File: config.mk
export PLATFORM = sky130hd
export DESIGN_NAME = tmr_core
export DESIGN_NICKNAME = d
export VERILOG_FILES = /design/src/rtl/tmr_pkg.sv /design/src/rtl/tmr_sync.sv /design/src/rtl/tmr_core.sv
export SDC_FILE = /design/constraint.sdc
export NUM_CORES = 1
export LEC_CHECK = 0
export BUFFER_PORTS_ARGS = -buffer_cell sky130_fd_sc_hd__buf_4
export CAP_MARGIN = 10
export CORE_MARGIN = 3
export CORE_UTILIZATION = 32
export DETAILED_ROUTE_END_ITERATION = 10
export HOLD_SLACK_MARGIN = 0.02
export PLACE_DENSITY = 0.57
export RECOVER_POWER = 50
export SLEW_MARGIN = 20
export SYNTH_ARGS = -nofsm -noshare
export SYNTH_HDL_FRONTEND = slang
export SYNTH_SLANG_ARGS = --single-unit
File: constraint.sdc
create_clock -name i_clk -period 2.2 [get_ports i_clk]
set_input_delay 0.22 -clock i_clk [delete_from_list [all_inputs] [get_ports i_clk]]
set_output_delay 0.22 -clock i_clk [all_outputs]
set_load 0.05 [all_outputs]
File: src/rtl/tmr_pkg.sv
/*
 * Package for the timer control/status register slice: register indexes,
 * control bit positions, status layout and reset values.
 * Assumes a 32-bit Avalon-MM slave with one register per aligned word.
 */
package tmr_pkg;
    // printed offsets are not multiples of four: these are indexes, byte address = 4 * index
    localparam logic [7:0] IDX_CONTROL = 8'hc8;
    localparam logic [7:0] IDX_MODE = 8'hc9;
    localparam logic [7:0] IDX_RELOAD_LO = 8'hca;
    localparam logic [7:0] IDX_RELOAD_HI = 8'hcb;
    localparam logic [7:0] IDX_COUNT_LO = 8'hcc;
    localparam logic [7:0] IDX_COUNT_HI = 8'hcd;
    localparam logic [7:0] IDX_IRQ_STATUS = 8'hd0;
    localparam logic [7:0] IDX_IRQ_MASK = 8'hd1;
    localparam logic [7:0] IDX_BIT_SET = 8'hd2;
    localparam logic [7:0] IDX_BIT_CLR = 8'hd3;

    localparam int B_OVF = 7;
    localparam int B_EXT = 6;
    localparam int B_RXCLK = 5;
    localparam int B_TXCLK = 4;
    localparam int B_EXTEN = 3;
    localparam int B_RUN = 2;
    localparam int B_CSEL = 1;
    localparam int B_CPRL = 0;

    // mode register bits kept here: direction enable and dual-slope select
    localparam int M_DIRECTION_COUNT_ENABLE = 0;
    localparam int M_DUAL = 1;

    // interrupt status bits
    localparam int S_OVF = 0;
    localparam int S_EXT = 1;
    localparam int S_CAP = 2;
    localparam int S_RELOAD = 3;

    localparam logic [7:0] CONTROL_RESET = 8'h00;
    localparam logic [15:0] COUNT_MAX = 16'hffff;
    localparam logic [15:0] COUNT_RESET = 16'h0000;
    localparam logic [3:0] IRQ_RESET = 4'h0;
endpackage : tmr_pkg

File: src/rtl/tmr_sync.sv
/*
 * Two-flop synchroniser bank for pin inputs.
 * Assumes inputs are asynchronous to i_clk.
 */
`timescale 1ns/1ps
module tmr_sync #(
    parameter int W = 2
) (
    input wire logic i_clk,           // system clock
    input wire logic i_resetn,        // sync reset, active low
    input wire logic [W-1:0] i_async, // raw pins
    output logic [W-1:0] o_sync       // synchronised levels
);
    typedef struct packed {
        logic [W-1:0] meta;
        logic [W-1:0] stable;
    } tmr_sync_s;
    tmr_sync_s r_q;
    tmr_sync_s r_d;

    always_comb begin
        r_d = r_q;
        r_d.meta = i_async;
        r_d.stable = r_q.meta;
    end

    // pins idle high
    always_ff @(posedge i_clk) begin
        if (!i_resetn) begin
            r_q <= '{meta: {W{1'b1}}, stable: {W{1'b1}}};
        end else begin
            r_q <= r_d;
        end
    end

    assign o_sync = r_q.stable;
endmodule : tmr_sync

File: src/rtl/tmr_core.sv
/*
 * 16-bit timer/counter register slice: count, capture/reload, control/status,
 * a mode register, serial clock routing and a masked interrupt, on Avalon-MM.
 * Assumes the event and capture pins are asynchronous; one 100 MHz clock.
 */
`timescale 1ns/1ps
// What this block does
// - count exposed as high byte at index cd, low byte at cc
// - capture/reload value exposed as high byte cb, low byte ca
// - eight-bit control/status register, bit writable, resets to zero
// - overflow sets overflow flag; only software clears it
// - no overflow flag while either serial clock select is one
// - external flag set on enabled falling-edge capture or reload
// - set external flag requests the timer interrupt when enabled
// - external flag stays set until software clears it
// - external flag gives no timer vector request in up/down or dual-slope mode
// - run bit one starts the timer, zero stops it
// - counter select picks clock cycles or external falling edges
// - capture on external edge, or reload on overflow or external edge
// - serial clock select forces auto-reload on each overflow
module tmr_core (
    input wire logic i_clk,                 // 100 MHz system clock
    input wire logic i_resetn,              // sync reset, active low
    input wire logic [9:0] i_avs_address,   // byte address
    input wire logic i_avs_read,            // read request
    input wire logic i_avs_write,           // write request
    input wire logic [31:0] i_avs_writedata, // write data
    input wire logic [3:0] i_avs_byteenable, // byte lanes
    output logic [31:0] o_avs_readdata,     // read data
    output logic o_avs_waitrequest,         // stall
    input wire logic i_event_pin,           // external event input
    input wire logic i_capture_pin,         // external capture/reload input
    input wire logic i_timer_irq_enable,    // timer interrupt enable from interrupt controller
    output logic o_irq,                     // masked interrupt, level
    output logic o_timer_vector_req,        // timer vector request, level
    output logic o_serial_rx_clock,         // overflow pulse as receive clock
    output logic o_serial_tx_clock          // overflow pulse as transmit clock
);
    typedef struct packed {
        logic [7:0] ctrl;
        logic [7:0] mode;
        logic [15:0] count;
        logic [15:0] reload;
        logic [3:0] irq_status;
        logic [3:0] irq_mask;
        logic ev_prev;
        logic cap_prev;
        logic ack;
        logic [31:0] rdata;
        logic irq;
        logic vec;
        logic rx_clk;
        logic tx_clk;
    } tmr_core_s;

    tmr_core_s r_q;
    tmr_core_s r_d;
    logic [1:0] pins_sync;

    tmr_sync #(.W(2)) u_sync (
        .i_clk(i_clk),
        .i_resetn(i_resetn),
        .i_async({i_capture_pin, i_event_pin}),
        .o_sync(pins_sync)
    );

    function automatic logic [7:0] merge_byte(input logic [7:0] old, input logic [31:0] wd, input logic lane);
        merge_byte = lane ? wd[7:0] : old;
    endfunction : merge_byte

    logic [7:0] idx;
    logic req;
    logic wr_hit;
    logic rd_hit;
    logic ser_sel;
    logic tick;
    logic ovf;
    logic ext_fall;
    logic ext_act;
    logic [7:0] wbyte;
    logic [7:0] hw_set;
    logic ext_irq_ok;

    always_comb begin
        r_d = r_q;
        idx = i_avs_address[9:2];
        req = (i_avs_read || i_avs_write) && !r_q.ack;
        wr_hit = req && i_avs_write;
        rd_hit = req && i_avs_read;
        wbyte = i_avs_writedata[7:0];
        ser_sel = r_q.ctrl[tmr_pkg::B_RXCLK] || r_q.ctrl[tmr_pkg::B_TXCLK];
        tick = r_q.ctrl[tmr_pkg::B_CSEL] ? (r_q.ev_prev && !pins_sync[0]) : 1'b1;
        tick = tick && r_q.ctrl[tmr_pkg::B_RUN];
        ovf = tick && (r_q.count == tmr_pkg::COUNT_MAX);
        ext_fall = r_q.cap_prev && !pins_sync[1];
        ext_act = ext_fall && r_q.ctrl[tmr_pkg::B_EXTEN] && !ser_sel;
        r_d.ev_prev = pins_sync[0];
        r_d.cap_prev = pins_sync[1];
        r_d.rx_clk = 1'b0;
        r_d.tx_clk = 1'b0;
        hw_set = 8'h00;

        // counting datapath
        if (tick) begin
            r_d.count = r_q.count + 16'h0001;
        end
        // reload on overflow in reload mode, forced in serial clock mode
        if (ovf && (ser_sel || !r_q.ctrl[tmr_pkg::B_CPRL])) begin
            r_d.count = r_q.reload;
        end
        if (ext_act) begin
            if (r_q.ctrl[tmr_pkg::B_CPRL]) begin
                r_d.reload = r_q.count;
            end else begin
                r_d.count = r_q.reload;
            end
            hw_set[tmr_pkg::B_EXT] = 1'b1;
        end
        if (ovf && !ser_sel) begin
            hw_set[tmr_pkg::B_OVF] = 1'b1;
        end
        r_d.rx_clk = ovf && r_q.ctrl[tmr_pkg::B_RXCLK];
        r_d.tx_clk = ovf && r_q.ctrl[tmr_pkg::B_TXCLK];

        // register writes; software writes lose to hardware sets below
        r_d.ack = 1'b0;
        if (req) begin
            r_d.ack = 1'b1;
        end
        if (wr_hit && i_avs_byteenable[0]) begin
            case (idx)
                tmr_pkg::IDX_CONTROL: r_d.ctrl = wbyte;
                tmr_pkg::IDX_MODE: r_d.mode = wbyte & 8'h03;
                tmr_pkg::IDX_RELOAD_LO: r_d.reload[7:0] = merge_byte(r_q.reload[7:0], i_avs_writedata, 1'b1);
                tmr_pkg::IDX_RELOAD_HI: r_d.reload[15:8] = merge_byte(r_q.reload[15:8], i_avs_writedata, 1'b1);
                tmr_pkg::IDX_COUNT_LO: r_d.count[7:0] = wbyte;
                tmr_pkg::IDX_COUNT_HI: r_d.count[15:8] = wbyte;
                tmr_pkg::IDX_IRQ_MASK: r_d.irq_mask = wbyte[3:0];
                tmr_pkg::IDX_BIT_SET: r_d.ctrl = r_q.ctrl | wbyte;
                tmr_pkg::IDX_BIT_CLR: r_d.ctrl = r_q.ctrl & ~wbyte;
                default: r_d.ctrl = r_d.ctrl;
            endcase
        end
        r_d.ctrl = r_d.ctrl | hw_set;
        // no hardware clear of the external flag

        // interrupt status: read clears, new events win
        if (rd_hit && idx == tmr_pkg::IDX_IRQ_STATUS) begin
            r_d.irq_status = tmr_pkg::IRQ_RESET;
        end
        r_d.irq_status[tmr_pkg::S_OVF] = r_d.irq_status[tmr_pkg::S_OVF] | hw_set[tmr_pkg::B_OVF];
        r_d.irq_status[tmr_pkg::S_EXT] = r_d.irq_status[tmr_pkg::S_EXT] | hw_set[tmr_pkg::B_EXT];
        r_d.irq_status[tmr_pkg::S_CAP] = r_d.irq_status[tmr_pkg::S_CAP]
            | (ext_act && r_q.ctrl[tmr_pkg::B_CPRL]);
        r_d.irq_status[tmr_pkg::S_RELOAD] = r_d.irq_status[tmr_pkg::S_RELOAD]
            | (ovf && (ser_sel || !r_q.ctrl[tmr_pkg::B_CPRL])) | (ext_act && !r_q.ctrl[tmr_pkg::B_CPRL]);
        r_d.irq = |(r_q.irq_status & r_q.irq_mask);

        // external flag masked in up/down or dual-slope
        ext_irq_ok = !r_q.mode[tmr_pkg::M_DIRECTION_COUNT_ENABLE] && !r_q.mode[tmr_pkg::M_DUAL];
        r_d.vec = i_timer_irq_enable && (r_q.ctrl[tmr_pkg::B_OVF] || (r_q.ctrl[tmr_pkg::B_EXT] && ext_irq_ok));

        // read data registered, answered on the second cycle
        r_d.rdata = 32'h0000_0000;
        if (rd_hit) begin
            case (idx)
                tmr_pkg::IDX_CONTROL: r_d.rdata[7:0] = r_q.ctrl;
                tmr_pkg::IDX_MODE: r_d.rdata[7:0] = r_q.mode;
                tmr_pkg::IDX_RELOAD_LO: r_d.rdata[7:0] = r_q.reload[7:0];
                tmr_pkg::IDX_RELOAD_HI: r_d.rdata[7:0] = r_q.reload[15:8];
                tmr_pkg::IDX_COUNT_LO: r_d.rdata[7:0] = r_q.count[7:0];
                tmr_pkg::IDX_COUNT_HI: r_d.rdata[7:0] = r_q.count[15:8];
                tmr_pkg::IDX_IRQ_STATUS: r_d.rdata[3:0] = r_q.irq_status;
                tmr_pkg::IDX_IRQ_MASK: r_d.rdata[3:0] = r_q.irq_mask;
                tmr_pkg::IDX_BIT_SET: r_d.rdata[7:0] = r_q.ctrl;
                tmr_pkg::IDX_BIT_CLR: r_d.rdata[7:0] = r_q.ctrl;
                default: r_d.rdata = 32'h0000_0000;
            endcase
        end
    end

    always_ff @(posedge i_clk) begin
        if (!i_resetn) begin
            r_q <= '0;
            r_q.ctrl <= tmr_pkg::CONTROL_RESET;
            r_q.count <= tmr_pkg::COUNT_RESET;
            r_q.reload <= tmr_pkg::COUNT_RESET;
            r_q.ev_prev <= 1'b1;
            r_q.cap_prev <= 1'b1;
        end else begin
            r_q <= r_d;
        end
    end

    assign o_avs_readdata = r_q.rdata;
    assign o_avs_waitrequest = !r_q.ack;
    assign o_irq = r_q.irq;
    assign o_timer_vector_req = r_q.vec;
    assign o_serial_rx_clock = r_q.rx_clk;
    assign o_serial_tx_clock = r_q.tx_clk;
endmodule : tmr_core

==> results.yml <==
critical_path:
  cp_cell_sequence: "ha_1 -> and3_1 -> o211a_1 -> and3_1 -> a2bb2oi_2 -> buf_12 -> mux2i_1 -> o21ai_0"
  worstSetupPathType: "reg2reg"
  rr_worst_depth: 8
  cpPeakStageDelay_ns: 0.36
  worst_path_most_repeated_cell: "and3_1"
  r2r_setup_slack_ns: 0.18
  cp_slowest_cell: "dfxtp_1"
  cp.depth: 8
  crit_buf_inv: 1
  cp_top_family: "simple AND/OR/NAND/NOR gates"
  endpoint_kind: "flop"
  start_kind: "flop"
  reg2reg_to: "r_q[72]"
  worstPathArrival_ns: 2.24
  critPathMaxFanout: 17
  worstSetupStartpoint: "r_q[64]"
  cp.required_ns: 2.42
  endpoint: "r_q[72]"
  r2r-start: "r_q[64]"
drt:
  drtIter0Drc: 333
  drt_wl_total_um: 10800
  dr.pass1.iters: 8
  via_per_inst: 5.46
  drcViolationCount: 0
  ant_nets: 0
  via_count: 3402
  wl_per_cell_um: 17.3
cells_and_area:
  drive_above_1_share_pct: 15.3
  syn2layout_area_growth_pct: 15.6
  n_fill_cell: 1139
  postLayoutCoreUtil_pct: 38.9
  finalNetCount: 532
  fin_cells: 623
  antenna_cells: 0
sta:
  setup_viol: 0
  hold_viol: 0
  finalCritPeriodShare_pct: 91.8
  setup_ws_ns: 0.181
  worst_pin_slew_ns: 0.766
  grt_setup_unrepaired: "no"
  skew_ns: 0.00258
  fin_crit_ns: 2.02
  max_freq_mhz: 495
  report.final.slew_viol_count: 0
  slew_headroom_pct: 48.4
  fin_tns_setup_ns: 0
logic_synthesis:
  async_reset_ff_share_pct: 0
  syn_inst: 444
  seq_area_frac_synth_pct: 36.7
  ys.warnings.count: 0
  syn_area_mm2: 0.00376
  yosys.cell_types.count: 57
  synth_flop_cell: "dfxtp_1"
  ys_ff_latch: 69
  avgSynthCellArea_um2: 8.47
  synth_edf_count: 0
floorplanning:
  initial_core_util_pct: 33.7
  ios: 90
  coreArea_mm2: 0.0112
  die_w_um: 114
  dieArea_mm2: 0.0131
  fp.dieH_um: 114
  fp-row-count: 38
clocking:
  htreeDepth: 3
  clk_latency_ns: 0.33
  cts_buffers: 9
  clkTransAtPathRegs_ns: 0.06
  cts_root_buf: "clkbuf_16"
  clkSinkCount: 69
  postCtsResizedCells: 0
  clockBufferDepth: 2
  cts_setup_buffers: 0
  tritoncts: "yes"
  ctsHoldBuffers: 0
grt:
  grt_max_degree: 28
  grt_antenna_before_repair: 0
  grt_pass1_vias: 3205
  grt_pass1_wl_um: 17600
  grt_usage_pct: 17.1
  overflow: 0
pwr:
  seq_power_share_pct: 40.7
  switching_share_pct: 24.4
  p_total_uw: 3090
  p_switching_uw: 755
  p_leak_uw: 0.00172
  power_density_mw_per_mm2: 712
  p_clk_share_pct: 52.0
  internal_power_uw: 2340
  combPwrFrac_pct: 7.3
  peakVddDrop_v: 0.000280
hold_path:
  min-delay-path-class: "in2reg"
  hold_path_depth: 2
placed_design:
  io_buffer_count: 36
  dpl.hpwl_um: 7840
  dp_slack_ns: 0.179
  gp_congestion: 0.896
  dp.cells: 607
run_status:
  status: "finished clean"
run:
  cap_violations: 0
[worst reg2reg max path, cell delays in order, from the launching register on]
cell and delay, ns:
dfxtp_1 0.36, ha_1 0.21, and3_1 0.21, o211a_1 0.16
and3_1 0.25, a2bb2oi_2 0.21, buf_12 0.20, mux2i_1 0.22
o21ai_0 0.08
[state kept, by name, summed over array words and instances, names as in the netlist]
name,count
o_irq,1
o_timer_vector_req,1
r_q,53
u_sync.o_sync,2
u_sync.r_d,2
o_serial_rx_clock,1
o_avs_readdata,8
o_serial_tx_clock,1
[per-stage QoR]
step | area (µm²) | hold slack [ns]
finish | 4350 | 0.0702
global placement | 4100 | 0.395
CTS | 4430 | 0.0623
detailed placement | 4100 | 0.392
global route | 4350 | 0.0897
floorplan | 3850 | 0.321
[metal layers]
metal	part of all wire (%)	global-route usage, %	vias up
met5	0	0	-
met4	1.1	4.43	0
met3	9.3	4.97	13
met2	44	25.4	167
met1	45	24.4	1618
li1	-	-	1604
[cells in the mapped netlist, types with 7 or more instances]
| cell | count | area share, % |
|---|---|---|
| nand2b_1 | 8 | 1.3 |
| mux2i_1 | 27 | 7.2 |
| a222oi_1 | 7 | 1.9 |
| buf_4 | 33 | 6.6 |
| clkbuf_1 | 13 | 1.3 |
| xnor2_1 | 10 | 2.3 |
| and3_1 | 11 | 1.8 |
| nand3_1 | 19 | 2.5 |
| a311oi_1 | 7 | 1.6 |
| nand2_1 | 59 | 5.9 |
| o21ai_0 | 25 | 3.3 |
| dfxtp_1 | 69 | 37 |
| nor2_1 | 46 | 4.6 |
| a311oi_2 | 8 | 3.2 |
| a21oi_1 | 13 | 1.7 |
[cells in the final DEF, fill, tap and decap left out, types with 6 or more instances in the layout]
master     Yosys  layout
and3_1        11      11
o211ai_1       6       6
conb_1         1      24
xnor2_1       10      10
a222oi_1       7       7
a311oi_2       8       8
dfxtp_1       69      69
a21oi_1       13      13
a311oi_1       7       7
clkbuf_16      0       9
xor2_1         6       6
nor2_1        46      46
o21ai_0       25      25
nand2b_1       8       8
inv_1          6       6
mux2i_1       27      27
nand3_1       19      19
nand2_1       59      60
buf_4         33      40
clkbuf_1      13      15
[cell type report]
| type | count | area (µm²) | share of cell area [%] |
|---|---|---|---|
| Multi-Input combinational cell | 335 | 2050 | 47.2 |
| Clock buffer | 10 | 239 | 5.50 |
| Timing Repair Buffer | 57 | 382 | 8.78 |
| Clock inverter | 6 | 93.8 | 2.16 |
| Inverter | 6 | 22.5 | 0.518 |
| Sequential cell | 69 | 1380 | 31.8 |
| Tap cell | 140 | 175 | 4.03 |
[logic make-up after synthesis]
| logic type | count (synthesis) | share of synthesized area [%] |
|---|---|---|
| AO/OA/AOI/OAI | 90 | 17.9 |
| XOR/XNOR | 16 | 3.73 |
| adder cells (fa/ha/maj) | 1 | 0.333 |
| buffers and inverters | 63 | 10.4 |
| flip-flops | 69 | 36.7 |
| multiplexers | 28 | 7.49 |
| other | 1 | 0.0997 |
| AND/OR/NAND/NOR | 176 | 23.3 |
[power by group through the flow]
| stage | Sequential [µW] | Clock, µW | Combinational [µW] |
|---|---|---|---|
| global placement | 1290 | 0 | 228 |
| floorplan | 1290 | 0 | 187 |
| CTS | 1260 | 1640 | 229 |
| global route | 1260 | 1690 | 241 |
| finish | 1260 | 1610 | 226 |
| detailed placement | 1290 | 0 | 229 |
[worst min path at each step]
| stage | start | to | slack, ns |
|---|---|---|---|
| 6_report | i_capture_pin | u_sync.r_d[1] | 0.07 |
| 3_3_place_gp | u_sync.r_d[1] | u_sync.o_sync[1] | 0.40 |
| 5_1_grt | i_event_pin | u_sync.r_d[0] | 0.09 |
| 2_1_floorplan | i_event_pin | u_sync.r_d[0] | 0.32 |
| 4_1_cts | i_capture_pin | u_sync.r_d[1] | 0.06 |
| 3_5_place_dp | u_sync.r_d[1] | u_sync.o_sync[1] | 0.39 |
Power figures use the tool's default switching activity.
